`src/rtl/pwr_seq_defs.vh`:
```
// constants for the power start and power mode sequencer
// assumes a 250 MHz reference clock and a 32.768 kHz real-time clock input
`ifndef PWR_SEQ_DEFS_VH
`define PWR_SEQ_DEFS_VH

// clock rates
`define REF_CLK_MHZ 250
`define RTC_CLK_HZ 32768
`define CORE_CLK_MHZ 33

// start handshake timing, in real-time clock periods
`define ANNOUNCE_TICKS 3'h3
`define REJECT_TICKS 3'h1
`define ACCEPT_TICKS 3'h4
`define TICK_CNT_RST 3'h0

// start handshake states
`define ST_OFF 3'h0
`define ST_ANNOUNCE 3'h1
`define ST_REJECT 3'h2
`define ST_ACCEPT 3'h3
`define ST_ON 3'h4

// power mode states
`define MD_FULL 3'h0
`define MD_STBY_WAIT 3'h1
`define MD_STBY 3'h2
`define MD_SUSP_WAIT 3'h3
`define MD_SUSP 3'h4
`define MD_HIB 3'h5

// reported power mode codes
`define MODE_FULLSPEED 2'h0
`define MODE_STANDBY 2'h1
`define MODE_SUSPEND 2'h2
`define MODE_HIBERNATE 2'h3

// core to bus clock ratio in fullspeed
`define BUS_CLK_RATIO 2'h1

// reset values
`define MODE_RST `MODE_FULLSPEED
`define BUS_CLK_RATIO_RST `BUS_CLK_RATIO

`endif

```
`src/rtl/power_start_and_mode_sequencer.v`:
```
// power start handshake and power mode sequencer
// assumes instruction completion strobes are one-cycle pulses after writeback
// and that a clock gate holds a stopped clock high when its enable is low
//
// Overview of operation
// power switch, carrier detect or wake alarm starts the handshake from off.
// on a start cause drive the power-on indicator active.
// sample both battery inputs three RTC periods after indicator goes active.
// either battery input low: drop indicator one RTC period later, stay off.
// both high: drop indicator four periods later, enable main power, start.
// fullspeed runs processor clock at 33 MHz, bus clock at same rate.
// fullspeed is the default mode and is restored after any reset.
// standby holds core clocks high except timers and interrupt logic.
// standby keeps all peripheral units running so DMA continues.
// standby entry waits core bus idle, then stops core clock only.
// any interrupt, timer included, returns standby to fullspeed.
// suspend stops peripheral bus clock, keeps wake logic and retained state.
// suspend entry starts DRAM self-refresh, waits bus idle, stops core clock.
// suspend holds until an interrupt is accepted, then returns to fullspeed.
// hibernate stops clocks to every unit and both bus clock outputs.
// in hibernate only 32.768 kHz logic, wake timer and start detect run.
// hibernate instruction starts self-refresh, drops main power, enters reset.
// start and battery inputs are synchronised to the RTC before use.
`timescale 1ns/1ns
`include "pwr_seq_defs.vh"
module power_start_and_mode_sequencer (
  // clock and reset
  input wire ref_clk_i,
  input wire nrst_i,
  // real-time clock and start causes
  input wire rtc_clk_i,
  input wire power_switch_i,
  input wire carrier_detect_i,
  input wire wakeup_alarm_i,
  // battery interlocks
  input wire battery_inhibit_in_i,
  input wire battery_lock_in_i,
  // core events
  input wire standby_instr_i,
  input wire suspend_instr_i,
  input wire hibernate_instr_i,
  input wire core_bus_idle_i,
  input wire interrupt_i,
  input wire int_accept_i,
  // external power handshake
  output reg power_on_indicator_o,
  output reg main_power_enable_o,
  output reg core_reset_o,
  // clock enables
  output reg processor_clock_en_o,
  output reg timer_clock_en_o,
  output reg int_clock_en_o,
  output reg peripheral_bus_clock_en_o,
  output reg core_bus_clock_out_en_o,
  output reg pll_en_o,
  output reg wake_logic_en_o,
  output reg [1:0] bus_clk_ratio_o,
  // memory and status
  output reg dram_self_refresh_o,
  output reg [1:0] power_mode_o
);

  // ==========================================================
  // rtc clock sampling
  // ==========================================================
  wire [5:0] raw_in;
  wire [5:0] sync_in;
  reg rtc_prev;
  wire rtc_tick;

  assign raw_in = {rtc_clk_i, power_switch_i, carrier_detect_i,
                   wakeup_alarm_i, battery_inhibit_in_i, battery_lock_in_i};

  sync_two_flop #(
    .WIDTH(6)
  ) u_sync (
    .clk_i(ref_clk_i),
    .nrst_i(nrst_i),
    .async_i(raw_in),
    .sync_o(sync_in)
  );

  always @(posedge ref_clk_i or negedge nrst_i) begin
    if (!nrst_i) begin
      rtc_prev <= 1'b0;
    end else begin
      rtc_prev <= sync_in[5];
    end
  end

  // one pulse per rtc rising edge
  assign rtc_tick = sync_in[5] & ~rtc_prev;

  // ==========================================================
  // inputs captured in the rtc time base
  // ==========================================================
  reg rtc_cause;

  always @(posedge ref_clk_i or negedge nrst_i) begin
    if (!nrst_i) begin
      rtc_cause <= 1'b0;
    end else if (rtc_tick) begin
      rtc_cause <= sync_in[4] | sync_in[3] | sync_in[2];
    end
  end

  // ==========================================================
  // start handshake state machine
  // ==========================================================
  reg [2:0] st;
  reg [2:0] next_st;
  reg [2:0] tick_cnt;
  reg [2:0] next_tick_cnt;
  reg [2:0] md;
  reg [2:0] next_md;
  wire batt_ok;
  wire go_hib;

  // battery levels as they stand at the judging tick
  assign batt_ok = sync_in[1] & sync_in[0];
  assign go_hib = (st == `ST_ON) && (md == `MD_FULL) && hibernate_instr_i;

  always @* begin
    next_st = st;
    next_tick_cnt = tick_cnt;
    case (st)
      `ST_OFF: begin
        next_tick_cnt = `TICK_CNT_RST;
        if (rtc_tick && rtc_cause) begin
          next_st = `ST_ANNOUNCE;
        end
      end
      `ST_ANNOUNCE: begin
        if (rtc_tick) begin
          if (tick_cnt == `ANNOUNCE_TICKS - 3'h1) begin
            next_tick_cnt = `TICK_CNT_RST;
            if (batt_ok) begin
              next_st = `ST_ACCEPT;
            end else begin
              next_st = `ST_REJECT;
            end
          end else begin
            next_tick_cnt = tick_cnt + 3'h1;
          end
        end
      end
      `ST_REJECT: begin
        if (rtc_tick) begin
          if (tick_cnt == `REJECT_TICKS - 3'h1) begin
            next_tick_cnt = `TICK_CNT_RST;
            next_st = `ST_OFF;
          end else begin
            next_tick_cnt = tick_cnt + 3'h1;
          end
        end
      end
      `ST_ACCEPT: begin
        if (rtc_tick) begin
          if (tick_cnt == `ACCEPT_TICKS - 3'h1) begin
            next_tick_cnt = `TICK_CNT_RST;
            next_st = `ST_ON;
          end else begin
            next_tick_cnt = tick_cnt + 3'h1;
          end
        end
      end
      `ST_ON: begin
        next_tick_cnt = `TICK_CNT_RST;
        if (go_hib) begin
          next_st = `ST_OFF;
        end
      end
      default: begin
        next_st = `ST_OFF;
        next_tick_cnt = `TICK_CNT_RST;
      end
    endcase
  end

  always @(posedge ref_clk_i or negedge nrst_i) begin
    if (!nrst_i) begin
      st <= `ST_OFF;
      tick_cnt <= `TICK_CNT_RST;
    end else begin
      st <= next_st;
      tick_cnt <= next_tick_cnt;
    end
  end

  // ==========================================================
  // power mode state machine
  // ==========================================================
  always @* begin
    next_md = md;
    case (md)
      `MD_FULL: begin
        if (st == `ST_ON) begin
          if (hibernate_instr_i) begin
            next_md = `MD_HIB;
          end else if (suspend_instr_i) begin
            next_md = `MD_SUSP_WAIT;
          end else if (standby_instr_i) begin
            next_md = `MD_STBY_WAIT;
          end
        end
      end
      `MD_STBY_WAIT: begin
        if (interrupt_i) begin
          next_md = `MD_FULL;
        end else if (core_bus_idle_i) begin
          next_md = `MD_STBY;
        end
      end
      `MD_STBY: begin
        if (interrupt_i) begin
          next_md = `MD_FULL;
        end
      end
      `MD_SUSP_WAIT: begin
        if (int_accept_i) begin
          next_md = `MD_FULL;
        end else if (core_bus_idle_i) begin
          next_md = `MD_SUSP;
        end
      end
      `MD_SUSP: begin
        if (int_accept_i) begin
          next_md = `MD_FULL;
        end
      end
      `MD_HIB: begin
        // a successful start brings the core back in fullspeed
        if (st == `ST_ACCEPT && next_st == `ST_ON) begin
          next_md = `MD_FULL;
        end
      end
      default: begin
        next_md = `MD_FULL;
      end
    endcase
  end

  always @(posedge ref_clk_i or negedge nrst_i) begin
    if (!nrst_i) begin
      md <= `MD_FULL;
    end else begin
      md <= next_md;
    end
  end

  // ==========================================================
  // external power handshake outputs
  // ==========================================================
  always @(posedge ref_clk_i or negedge nrst_i) begin
    if (!nrst_i) begin
      power_on_indicator_o <= 1'b0;
      main_power_enable_o <= 1'b0;
      // core held in reset whenever main power is not granted
      core_reset_o <= 1'b1;
    end else begin

      power_on_indicator_o <= (next_st == `ST_ANNOUNCE) ||
                              (next_st == `ST_REJECT) ||
                              (next_st == `ST_ACCEPT);
      main_power_enable_o <= (next_st == `ST_ON);
      core_reset_o <= (next_st != `ST_ON);
    end
  end

  // ==========================================================
  // clock enables
  // ==========================================================
  wire run;

  assign run = (next_st == `ST_ON);

  always @(posedge ref_clk_i or negedge nrst_i) begin
    if (!nrst_i) begin
      processor_clock_en_o <= 1'b0;
    end else begin

      processor_clock_en_o <= run && (next_md != `MD_STBY) &&
                              (next_md != `MD_SUSP) && (next_md != `MD_HIB);
    end
  end

  always @(posedge ref_clk_i or negedge nrst_i) begin
    if (!nrst_i) begin
      timer_clock_en_o <= 1'b0;
      int_clock_en_o <= 1'b0;
      pll_en_o <= 1'b0;
      core_bus_clock_out_en_o <= 1'b0;
      wake_logic_en_o <= 1'b0;
    end else begin
      timer_clock_en_o <= run && (next_md != `MD_HIB);
      int_clock_en_o <= run && (next_md != `MD_HIB);
      pll_en_o <= run && (next_md != `MD_HIB);
      core_bus_clock_out_en_o <= run && (next_md != `MD_HIB);
      // rtc domain start detection never stops; this gates the other wake sources
      wake_logic_en_o <= run && (next_md != `MD_HIB);
    end
  end

  always @(posedge ref_clk_i or negedge nrst_i) begin
    if (!nrst_i) begin
      peripheral_bus_clock_en_o <= 1'b0;
    end else begin

      peripheral_bus_clock_en_o <= run && (next_md != `MD_SUSP) &&
                                   (next_md != `MD_HIB);
    end
  end

  always @(posedge ref_clk_i or negedge nrst_i) begin
    if (!nrst_i) begin
      bus_clk_ratio_o <= `BUS_CLK_RATIO_RST;
    end else begin
      bus_clk_ratio_o <= `BUS_CLK_RATIO;
    end
  end

  // ==========================================================
  // dram self-refresh
  // ==========================================================
  always @(posedge ref_clk_i or negedge nrst_i) begin
    if (!nrst_i) begin
      dram_self_refresh_o <= 1'b0;
    end else if (go_hib) begin
      dram_self_refresh_o <= 1'b1;
    end else if (next_md == `MD_SUSP_WAIT && md == `MD_FULL) begin
      dram_self_refresh_o <= 1'b1;
    end else if (next_md == `MD_FULL && md != `MD_FULL) begin
      dram_self_refresh_o <= 1'b0;
    end
  end

  // ==========================================================
  // reported mode
  // ==========================================================
  always @(posedge ref_clk_i or negedge nrst_i) begin
    if (!nrst_i) begin
      power_mode_o <= `MODE_RST;
    end else begin
      case (next_md)
        `MD_FULL: begin
          power_mode_o <= `MODE_FULLSPEED;
        end
        `MD_STBY_WAIT, `MD_STBY: begin
          power_mode_o <= `MODE_STANDBY;
        end
        `MD_SUSP_WAIT, `MD_SUSP: begin
          power_mode_o <= `MODE_SUSPEND;
        end
        `MD_HIB: begin
          power_mode_o <= `MODE_HIBERNATE;
        end
        default: begin
          power_mode_o <= `MODE_FULLSPEED;
        end
      endcase
    end
  end

endmodule // power_start_and_mode_sequencer

```
`src/rtl/sync_two_flop.v`:
```
// two-flop synchroniser, one stage pair per bit
// assumes asynchronous inputs and a single destination clock
`timescale 1ns/1ns
module sync_two_flop #(
  parameter WIDTH = 1
) (
  // clock and reset
  input wire clk_i,
  input wire nrst_i,
  // data
  input wire [WIDTH-1:0] async_i,
  output wire [WIDTH-1:0] sync_o
);

  genvar g;
  generate
    for (g = 0; g < WIDTH; g = g + 1) begin : g_bit
      reg meta;
      reg stable;
      always @(posedge clk_i or negedge nrst_i) begin
        if (!nrst_i) begin
          meta <= 1'b0;
          stable <= 1'b0;
        end else begin
          meta <= async_i[g];
          stable <= meta;
        end
      end
      assign sync_o[g] = stable;
    end
  endgenerate

endmodule // sync_two_flop

```
`config.mk`:
```
export PLATFORM = sky130hd
export DESIGN_NAME = power_start_and_mode_sequencer
export DESIGN_NICKNAME = d
export VERILOG_FILES = /design/src/rtl/power_start_and_mode_sequencer.v /design/src/rtl/sync_two_flop.v
export VERILOG_INCLUDE_DIRS = /design/src /design/src/rtl
export SDC_FILE = /design/constraint.sdc
export NUM_CORES = 1
export LEC_CHECK = 0
export BUFFER_PORTS_ARGS = -buffer_cell sky130_fd_sc_hd__buf_2
export CORE_ASPECT_RATIO = 1.25
export CORE_UTILIZATION = 48
export CTS_CLUSTER_SIZE = 40
export DETAILED_ROUTE_END_ITERATION = 8
export PLACE_DENSITY = 0.74
export SLEW_MARGIN = 20
export SYNTH_ARGS = -nofsm -noshare
export SYNTH_HDL_FRONTEND = slang
export SYNTH_HIERARCHICAL = 1
export SYNTH_SLANG_ARGS = --single-unit
```
`constraint.sdc`:
```
create_clock -name ref_clk_i -period 1.55 [get_ports ref_clk_i]
set_input_delay 0.155 -clock ref_clk_i [delete_from_list [all_inputs] [get_ports ref_clk_i]]
set_output_delay 0.155 -clock ref_clk_i [all_outputs]
set_load 0.02 [all_outputs]
```
==> results.yml, run 1 <==
floorplan:
  ios: 29
  core_um2: 2920
  die_area_um2: 3280
  die_h_um: 63.8
  rows: 22
  initial_utilization: 0.502
  fp.dieW_um: 51.4
setup_path:
  worstSetupPathType: "reg -> reg"
  cp-end-kind: "flip-flop"
  critical_path_required_ps: 1760
  timing.rr.start: "tick_cnt[0]$_DFFE_PN0P_"
  critPathLaunch: "tick_cnt[0]$_DFFE_PN0P_"
  cp_num_cells: 6
  r2r_cells: 6
  r2r_slack_ps: -80
  cp_max_fo: 3
  critPathLaunchType: "flip-flop"
  cp_num_buf_inv: 1
  cp_slowest_cell: "dfrtp_2"
  path_delay_family: "simple AND/OR/NAND/NOR gates"
  cp_data_arrival_time_ps: 1840
  r2r_end: "power_on_indicator_o$_DFF_PN0_"
  cp_cell_sequence: "inv_2 -> ha_4 -> nor2b_4 -> nand3_2 -> a311o_1 -> or2_4"
  worstSetupEndpoint: "power_on_indicator_o$_DFF_PN0_"
  slowest_delay_ps: 460
synth:
  ys_ff_latch: 32
  synth_cells: 133
  syn_nets: 152
  synth_edf_count: 0
  synth_area_um2: 1470
  synth.avg_cell_area_um2: 11.0
  async_reset_ff_frac: 1.00
  yosysWarnings: 6
  ys.flop_type: "dfrtp_1"
  synth_cell_types: 39
  synth-seq-area-share: 0.547
route:
  detail_route.first_pass.iterations: 4
  dr_total_vias: 1117
  drt_iter0_markers: 26
  wl_per_cell_um: 13.7
  post-route-drc-count: 0
  drt_wl_total_mm: 3.00
  ant_nets: 0
  viasPerCell: 5.10
timing:
  worst_pin_slew_ps: 693
  maxSlewHeadroom: 0.538
  slew_viol_final: 0
  setup_ws_ps: -83.7
  hold_viol: 0
  min_period_over_period: 1.05
  hold_ws_ps: 301
  clock_skew_ps: 15.2
  fin_crit_ps: 1630
  finalSetupViolCount: 5
  max_freq_mhz: 612
  rsz0062_at_grt: "true"
place:
  dp_cells: 198
  hpwl_mm: 2.04
  port_buffers: 26
  dpl_worst_slack_ps: -183
  gp_congestion: 0.774
flow_run:
  cap_violations: 0
finish:
  multi_input_area_um2: 638
  final-seq-area_um2: 808
  layout_common_cells: "26 x dfrtp_1, 26 x buf_2, 23 x buf_4"
  syn_to_final_growth_pct: 35.8
  final_core_util: 0.682
  antennaDiodeCount: 0
  layout-drive-gt1-share: 0.492
  instances_no_fill: 219
  num-nets-final: 201
  fillers: 221
hold_path:
  hold_class: "in -> reg"
run_status:
  status: "complete, but fails checks"
  violations: "negative setup slack"
global_route:
  grt_usage: 0.203
  grt_max_degree: 33
  antenna_found_initial: 0
  grt.overflow.total: 0
  grt_pass1_vias: 1122
  grt_pass1_wl_mm: 4.79
cts:
  cts_tree: "yes"
  clk_pin_slew_ps: 100
  insertion_delay_ps: 330
  cts.sinks: 32
  clk_path_buf_depth: 2
  cts_root_buf: "clkbuf_4"
  h-tree-depth: 2
  cts_buffers: 5
pwr:
  cellPowerDensity_nw_per_um2: 1190
  ir_worst_vdd_mv: 0.892
  leakage_nw: 0.956
## power by group
part | leakage, nW | internal (mW) | switching, mW | total [mW]
logic | 0.519 | 0.389 | 0.365 | 0.755
registers | 0.395 | 0.924 | 0.0782 | 1.00
clock network | 0.0422 | 0.338 | 0.270 | 0.607
## how the worst min path moves through the flow
stage | from | end | slack (ps) | cells after the start
CTS | interrupt_i | processor_clock_en_o$_DFF_PN0_ | 240 | 4
floorplan | nrst_i | dram_self_refresh_o$_DFFE_PN0P_ | -140 | 0
detailed placement | nrst_i | tick_cnt[2]$_DFFE_PN0P_ | 240 | 1
global route | interrupt_i | processor_clock_en_o$_DFF_PN0_ | 300 | 4
finish | standby_instr_i | md[0]$_DFF_PN0_ | 300 | 5
global placement | nrst_i | tick_cnt[2]$_DFFE_PN0P_ | 230 | 1
## kinds of logic after synthesis
logic type	share of synthesized area
other	0.00513
AO/OA/AOI/OAI	0.132
buffers and inverters	0.108
adder cells (fa/ha/maj)	0.0427
flip-flops	0.547
AND/OR/NAND/NOR	0.166
## state kept, by name (all words and copies together), names as in the netlist, 2 cells and up
name / cells
u_sync/g_bit.meta: 6
tick_cnt: 3
u_sync/g_bit.stable: 6
st: 3
md: 3
power_mode_o: 2
## through the flow
step,power (mW),instance area [um^2],TNS [ps]
6_report,2.36,1990,-268
5_1_grt,2.50,1990,-611
4_1_cts,2.24,1880,-451
3_5_place_dp,1.52,1670,-746
3_3_place_gp,1.48,1670,-164
2_1_floorplan,1.33,1480,-47.7
## Yosys cell counts (2+ instances only)
master    number  area (um^2)
o21a_1         2         15.0
nand2_1        7         26.3
o21ai_0        4         20.0
ha_1           5         62.6
buf_4         13         97.6
a22oi_1        2         15.0
buf_6          2         22.5
nor2b_1        4         25.0
nor2_1         6         22.5
or2_2          2         12.5
nand2b_1       6         37.5
nor3_1         5         25.0
a21oi_1        5         25.0
inv_1         10         37.5
nand3_1        3         15.0
o22ai_1        2         12.5
dfrtp_1       31          776
and3_2         2         15.0
conb_1         2         7.51
## routing by layer
metal	wire length, um	GRT usage	up-vias	part of all wire
li1	-	-	540	-
met3	92	0.0500	4	0.031
met1	1230	0.211	551	0.41
met4	40	0.0912	0	0.013
met5	0	0	-	0
met2	1630	0.370	22	0.55
## cell type report
cell class                 instances  area share
clock buffer                       6      0.0208
multi-input combinational         76       0.321
tap                               36      0.0226
timing repair buffer              57       0.193
clock inverter                     2      0.0176
sequential                        32       0.406
inverter                          10      0.0189
## worst min-delay path, delay by kind of cell
kind,cells,cell delay [ps]
simple gates,1,100
compound gates,1,80
buf+inv,3,270
## what timing repair did
action	CTS	global route
hold buffers	7	0
resized for setup	17	15
setup endpoints to repair	10	10
pin swaps	7	12
setup buffers	1	5
hold endpoints to repair	37	0
Power figures use the tool's default switching activity.
==> run 2, diff against run 1 <==
--- a/config.mk
+++ b/config.mk
@@ -8,10 +8,11 @@
 export LEC_CHECK = 0
 export BUFFER_PORTS_ARGS = -buffer_cell sky130_fd_sc_hd__buf_2
 export CORE_ASPECT_RATIO = 1.25
+export CORE_MARGIN = 10
 export CORE_UTILIZATION = 48
 export CTS_CLUSTER_SIZE = 40
 export DETAILED_ROUTE_END_ITERATION = 8
-export PLACE_DENSITY = 0.74
+export PLACE_DENSITY_LB_ADDON = 0.05
 export SLEW_MARGIN = 20
 export SYNTH_ARGS = -nofsm -noshare
 export SYNTH_HDL_FRONTEND = slang
==> results.yml, run 2 (synthesis gave the netlist of run 1 again) <==
run_status:
  status: "complete, but fails checks"
  violations: "negative setup slack"
setup_path:
  critPathLaunchType: "flip-flop"
  r2r_end: "dram_self_refresh_o$_DFFE_PN0P_"
  r2r_slack_ps: -50
  cp_max_fo: 4
  worstSetupPathType: "reg -> reg"
  cp_data_arrival_time_ps: 1810
  r2r_cells: 6
  critical_path_required_ps: 1760
  cp-end-kind: "flip-flop"
  timing.rr.start: "tick_cnt[1]$_DFFE_PN0P_"
finish:
  layout-drive-gt1-share: 0.522
  final_cell_area_um2: 1990
  layout_commonest_cell: "buf_2"
  reg.largest.list: "u_sync/g_bit.meta (6), u_sync/g_bit.stable (6)"
  num-nets-final: 200
  antennaDiodeCount: 0
  final_core_util: 0.675
  layout_common_cells: "26 x buf_2, 25 x dfrtp_1, 21 x buf_4"
  syn_to_final_growth_pct: 35.6
  fillers: 230
floorplan:
  initial_utilization: 0.497
  ios: 29
  die_area_um2: 5680
  core_um2: 2950
  fp.dieW_um: 69.4
  die_h_um: 81.8
  rows: 22
pwr:
  ir_worst_vdd_mv: 0.905
  cellPowerDensity_nw_per_um2: 1130
  leakage_nw: 0.959
global_route:
  grt_pass1_wl_mm: 5.31
  antenna_found_initial: 0
  grt_usage: 0.117
  grt.overflow.total: 0
  grt_max_degree: 33
  grt_pass1_vias: 1194
route:
  post-route-drc-count: 0
  ant_nets: 0
  dr_total_vias: 1124
  drt_wl_total_mm: 3.33
  drt_iter0_markers: 45
  detail_route.first_pass.iterations: 4
  viasPerCell: 5.16
  wl_per_cell_um: 15.3
hold_path:
  holdPathStages: 4
  min_to: "power_mode_o[1]$_DFF_PN0_"
  hold_class: "in -> reg"
  hold_start: "hibernate_instr_i"
cts:
  clk_path_buf_depth: 2
  clk_pin_slew_ps: 100
  cts_tree: "yes"
  cts_buffers: 5
  cts_root_buf: "clkbuf_4"
  cts.sinks: 32
  h-tree-depth: 2
  insertion_delay_ps: 330
timing:
  finalSetupViolCount: 5
  max_freq_mhz: 625
  maxSlewHeadroom: 0.551
  clock_skew_ps: 10.7
  hold_viol: 0
  setup_ws_ps: -50.4
  min_period_over_period: 1.03
  fin_crit_ps: 1600
  slew_viol_final: 0
  worst_pin_slew_ps: 674
  rsz0062_at_grt: "true"
place:
  gp_congestion: 0.813
  hpwl_mm: 2.24
  port_buffers: 26
  dpl_cell_area_um2: 1660
flow_run:
  cap_violations: 0
run 2: cell types whose count changed in the layout (fill, tap and decap cells not counted), sizes merged:
cell    delta
clkbuf     -1
buf        -1
clkinv     +2
bufinv     -1
run 2: per-stage QoR:
stage / std cells / TNS (ps) / setup slack, ps / hold slack, ps / total power, mW
6_report: 218 / -155 / -50.4 / 304 / 2.25
5_1_grt: 218 / -612 / -117 / 291 / 2.41
4_1_cts: 216 / -327 / -96.5 / 282 / 2.09
3_5_place_dp: 197 / -910 / -123 / 234 / 1.53
3_3_place_gp: 197 / -400 / -72.3 / 223 / 1.50
2_1_floorplan: 133 / -47.7 / -17.9 / -141 / 1.33
run 2: final cells by class:
type                            instances  area (um^2)  share of cell area
Tap cell                               36         45.0              0.0227
Clock buffer                            5         37.5              0.0189
Clock inverter                          3         18.8             0.00945
Inverter                               10         40.0              0.0202
Sequential cell                        32          810               0.407
Multi-Input combinational cell         76          656               0.330
Timing Repair Buffer                   56          380               0.191
run 2: worst max path at each step:
| stage | start | to | slack (ps) | cells past startpoint |
|---|---|---|---|---|
| after floorplan | st[2]$_DFF_PN0_ | power_mode_o[1]$_DFF_PN0_ | -20 | 5 |
| after global placement | md[1]$_DFF_PN0_ | power_mode_o[0]$_DFF_PN0_ | -70 | 6 |
| after detailed placement | tick_cnt[1]$_DFFE_PN0P_ | dram_self_refresh_o$_DFFE_PN0P_ | -120 | 6 |
| after CTS | tick_cnt[1]$_DFFE_PN0P_ | dram_self_refresh_o$_DFFE_PN0P_ | -100 | 6 |
| after global routing | tick_cnt[1]$_DFFE_PN0P_ | dram_self_refresh_o$_DFFE_PN0P_ | -120 | 6 |
| final | tick_cnt[1]$_DFFE_PN0P_ | dram_self_refresh_o$_DFFE_PN0P_ | -50 | 6 |
run 2: metal layers:
layer / track usage / vias up / share of wire
met1: 0.107 / 543 / 0.38
li1: - / 539 / -
met3: 0.0483 / 10 / 0.069
met2: 0.214 / 32 / 0.52
met5: 0 / - / 0
met4: 0.0706 / 0 / 0.028
run 2: critical path: stages, from the launching register on:
cell and delay [ps]:
dfrtp_2 460, ha_4 170, ha_4 150, a311oi_4 90, a211oi_2 190, nand2b_1 80
o32a_1 350
run 2: what timing repair did:
| item | 4_1_cts | 5_1_grt |
|---|---|---|
| endpoints found under the setup margin | 12 | 12 |
| pin swaps | 3 | 11 |
| buffers inserted | 4 | 2 |
| hold endpoints to repair | 37 | 0 |
| gates resized for setup | 12 | 28 |
| cloned | 0 | 0 |
| hold buffers | 7 | 0 |
run 2: where the power goes:
part,switching [mW],internal [mW],leakage (nW)
clock,0.280,0.174,0.0349
combinational,0.380,0.393,0.531
sequential,0.0999,0.926,0.393
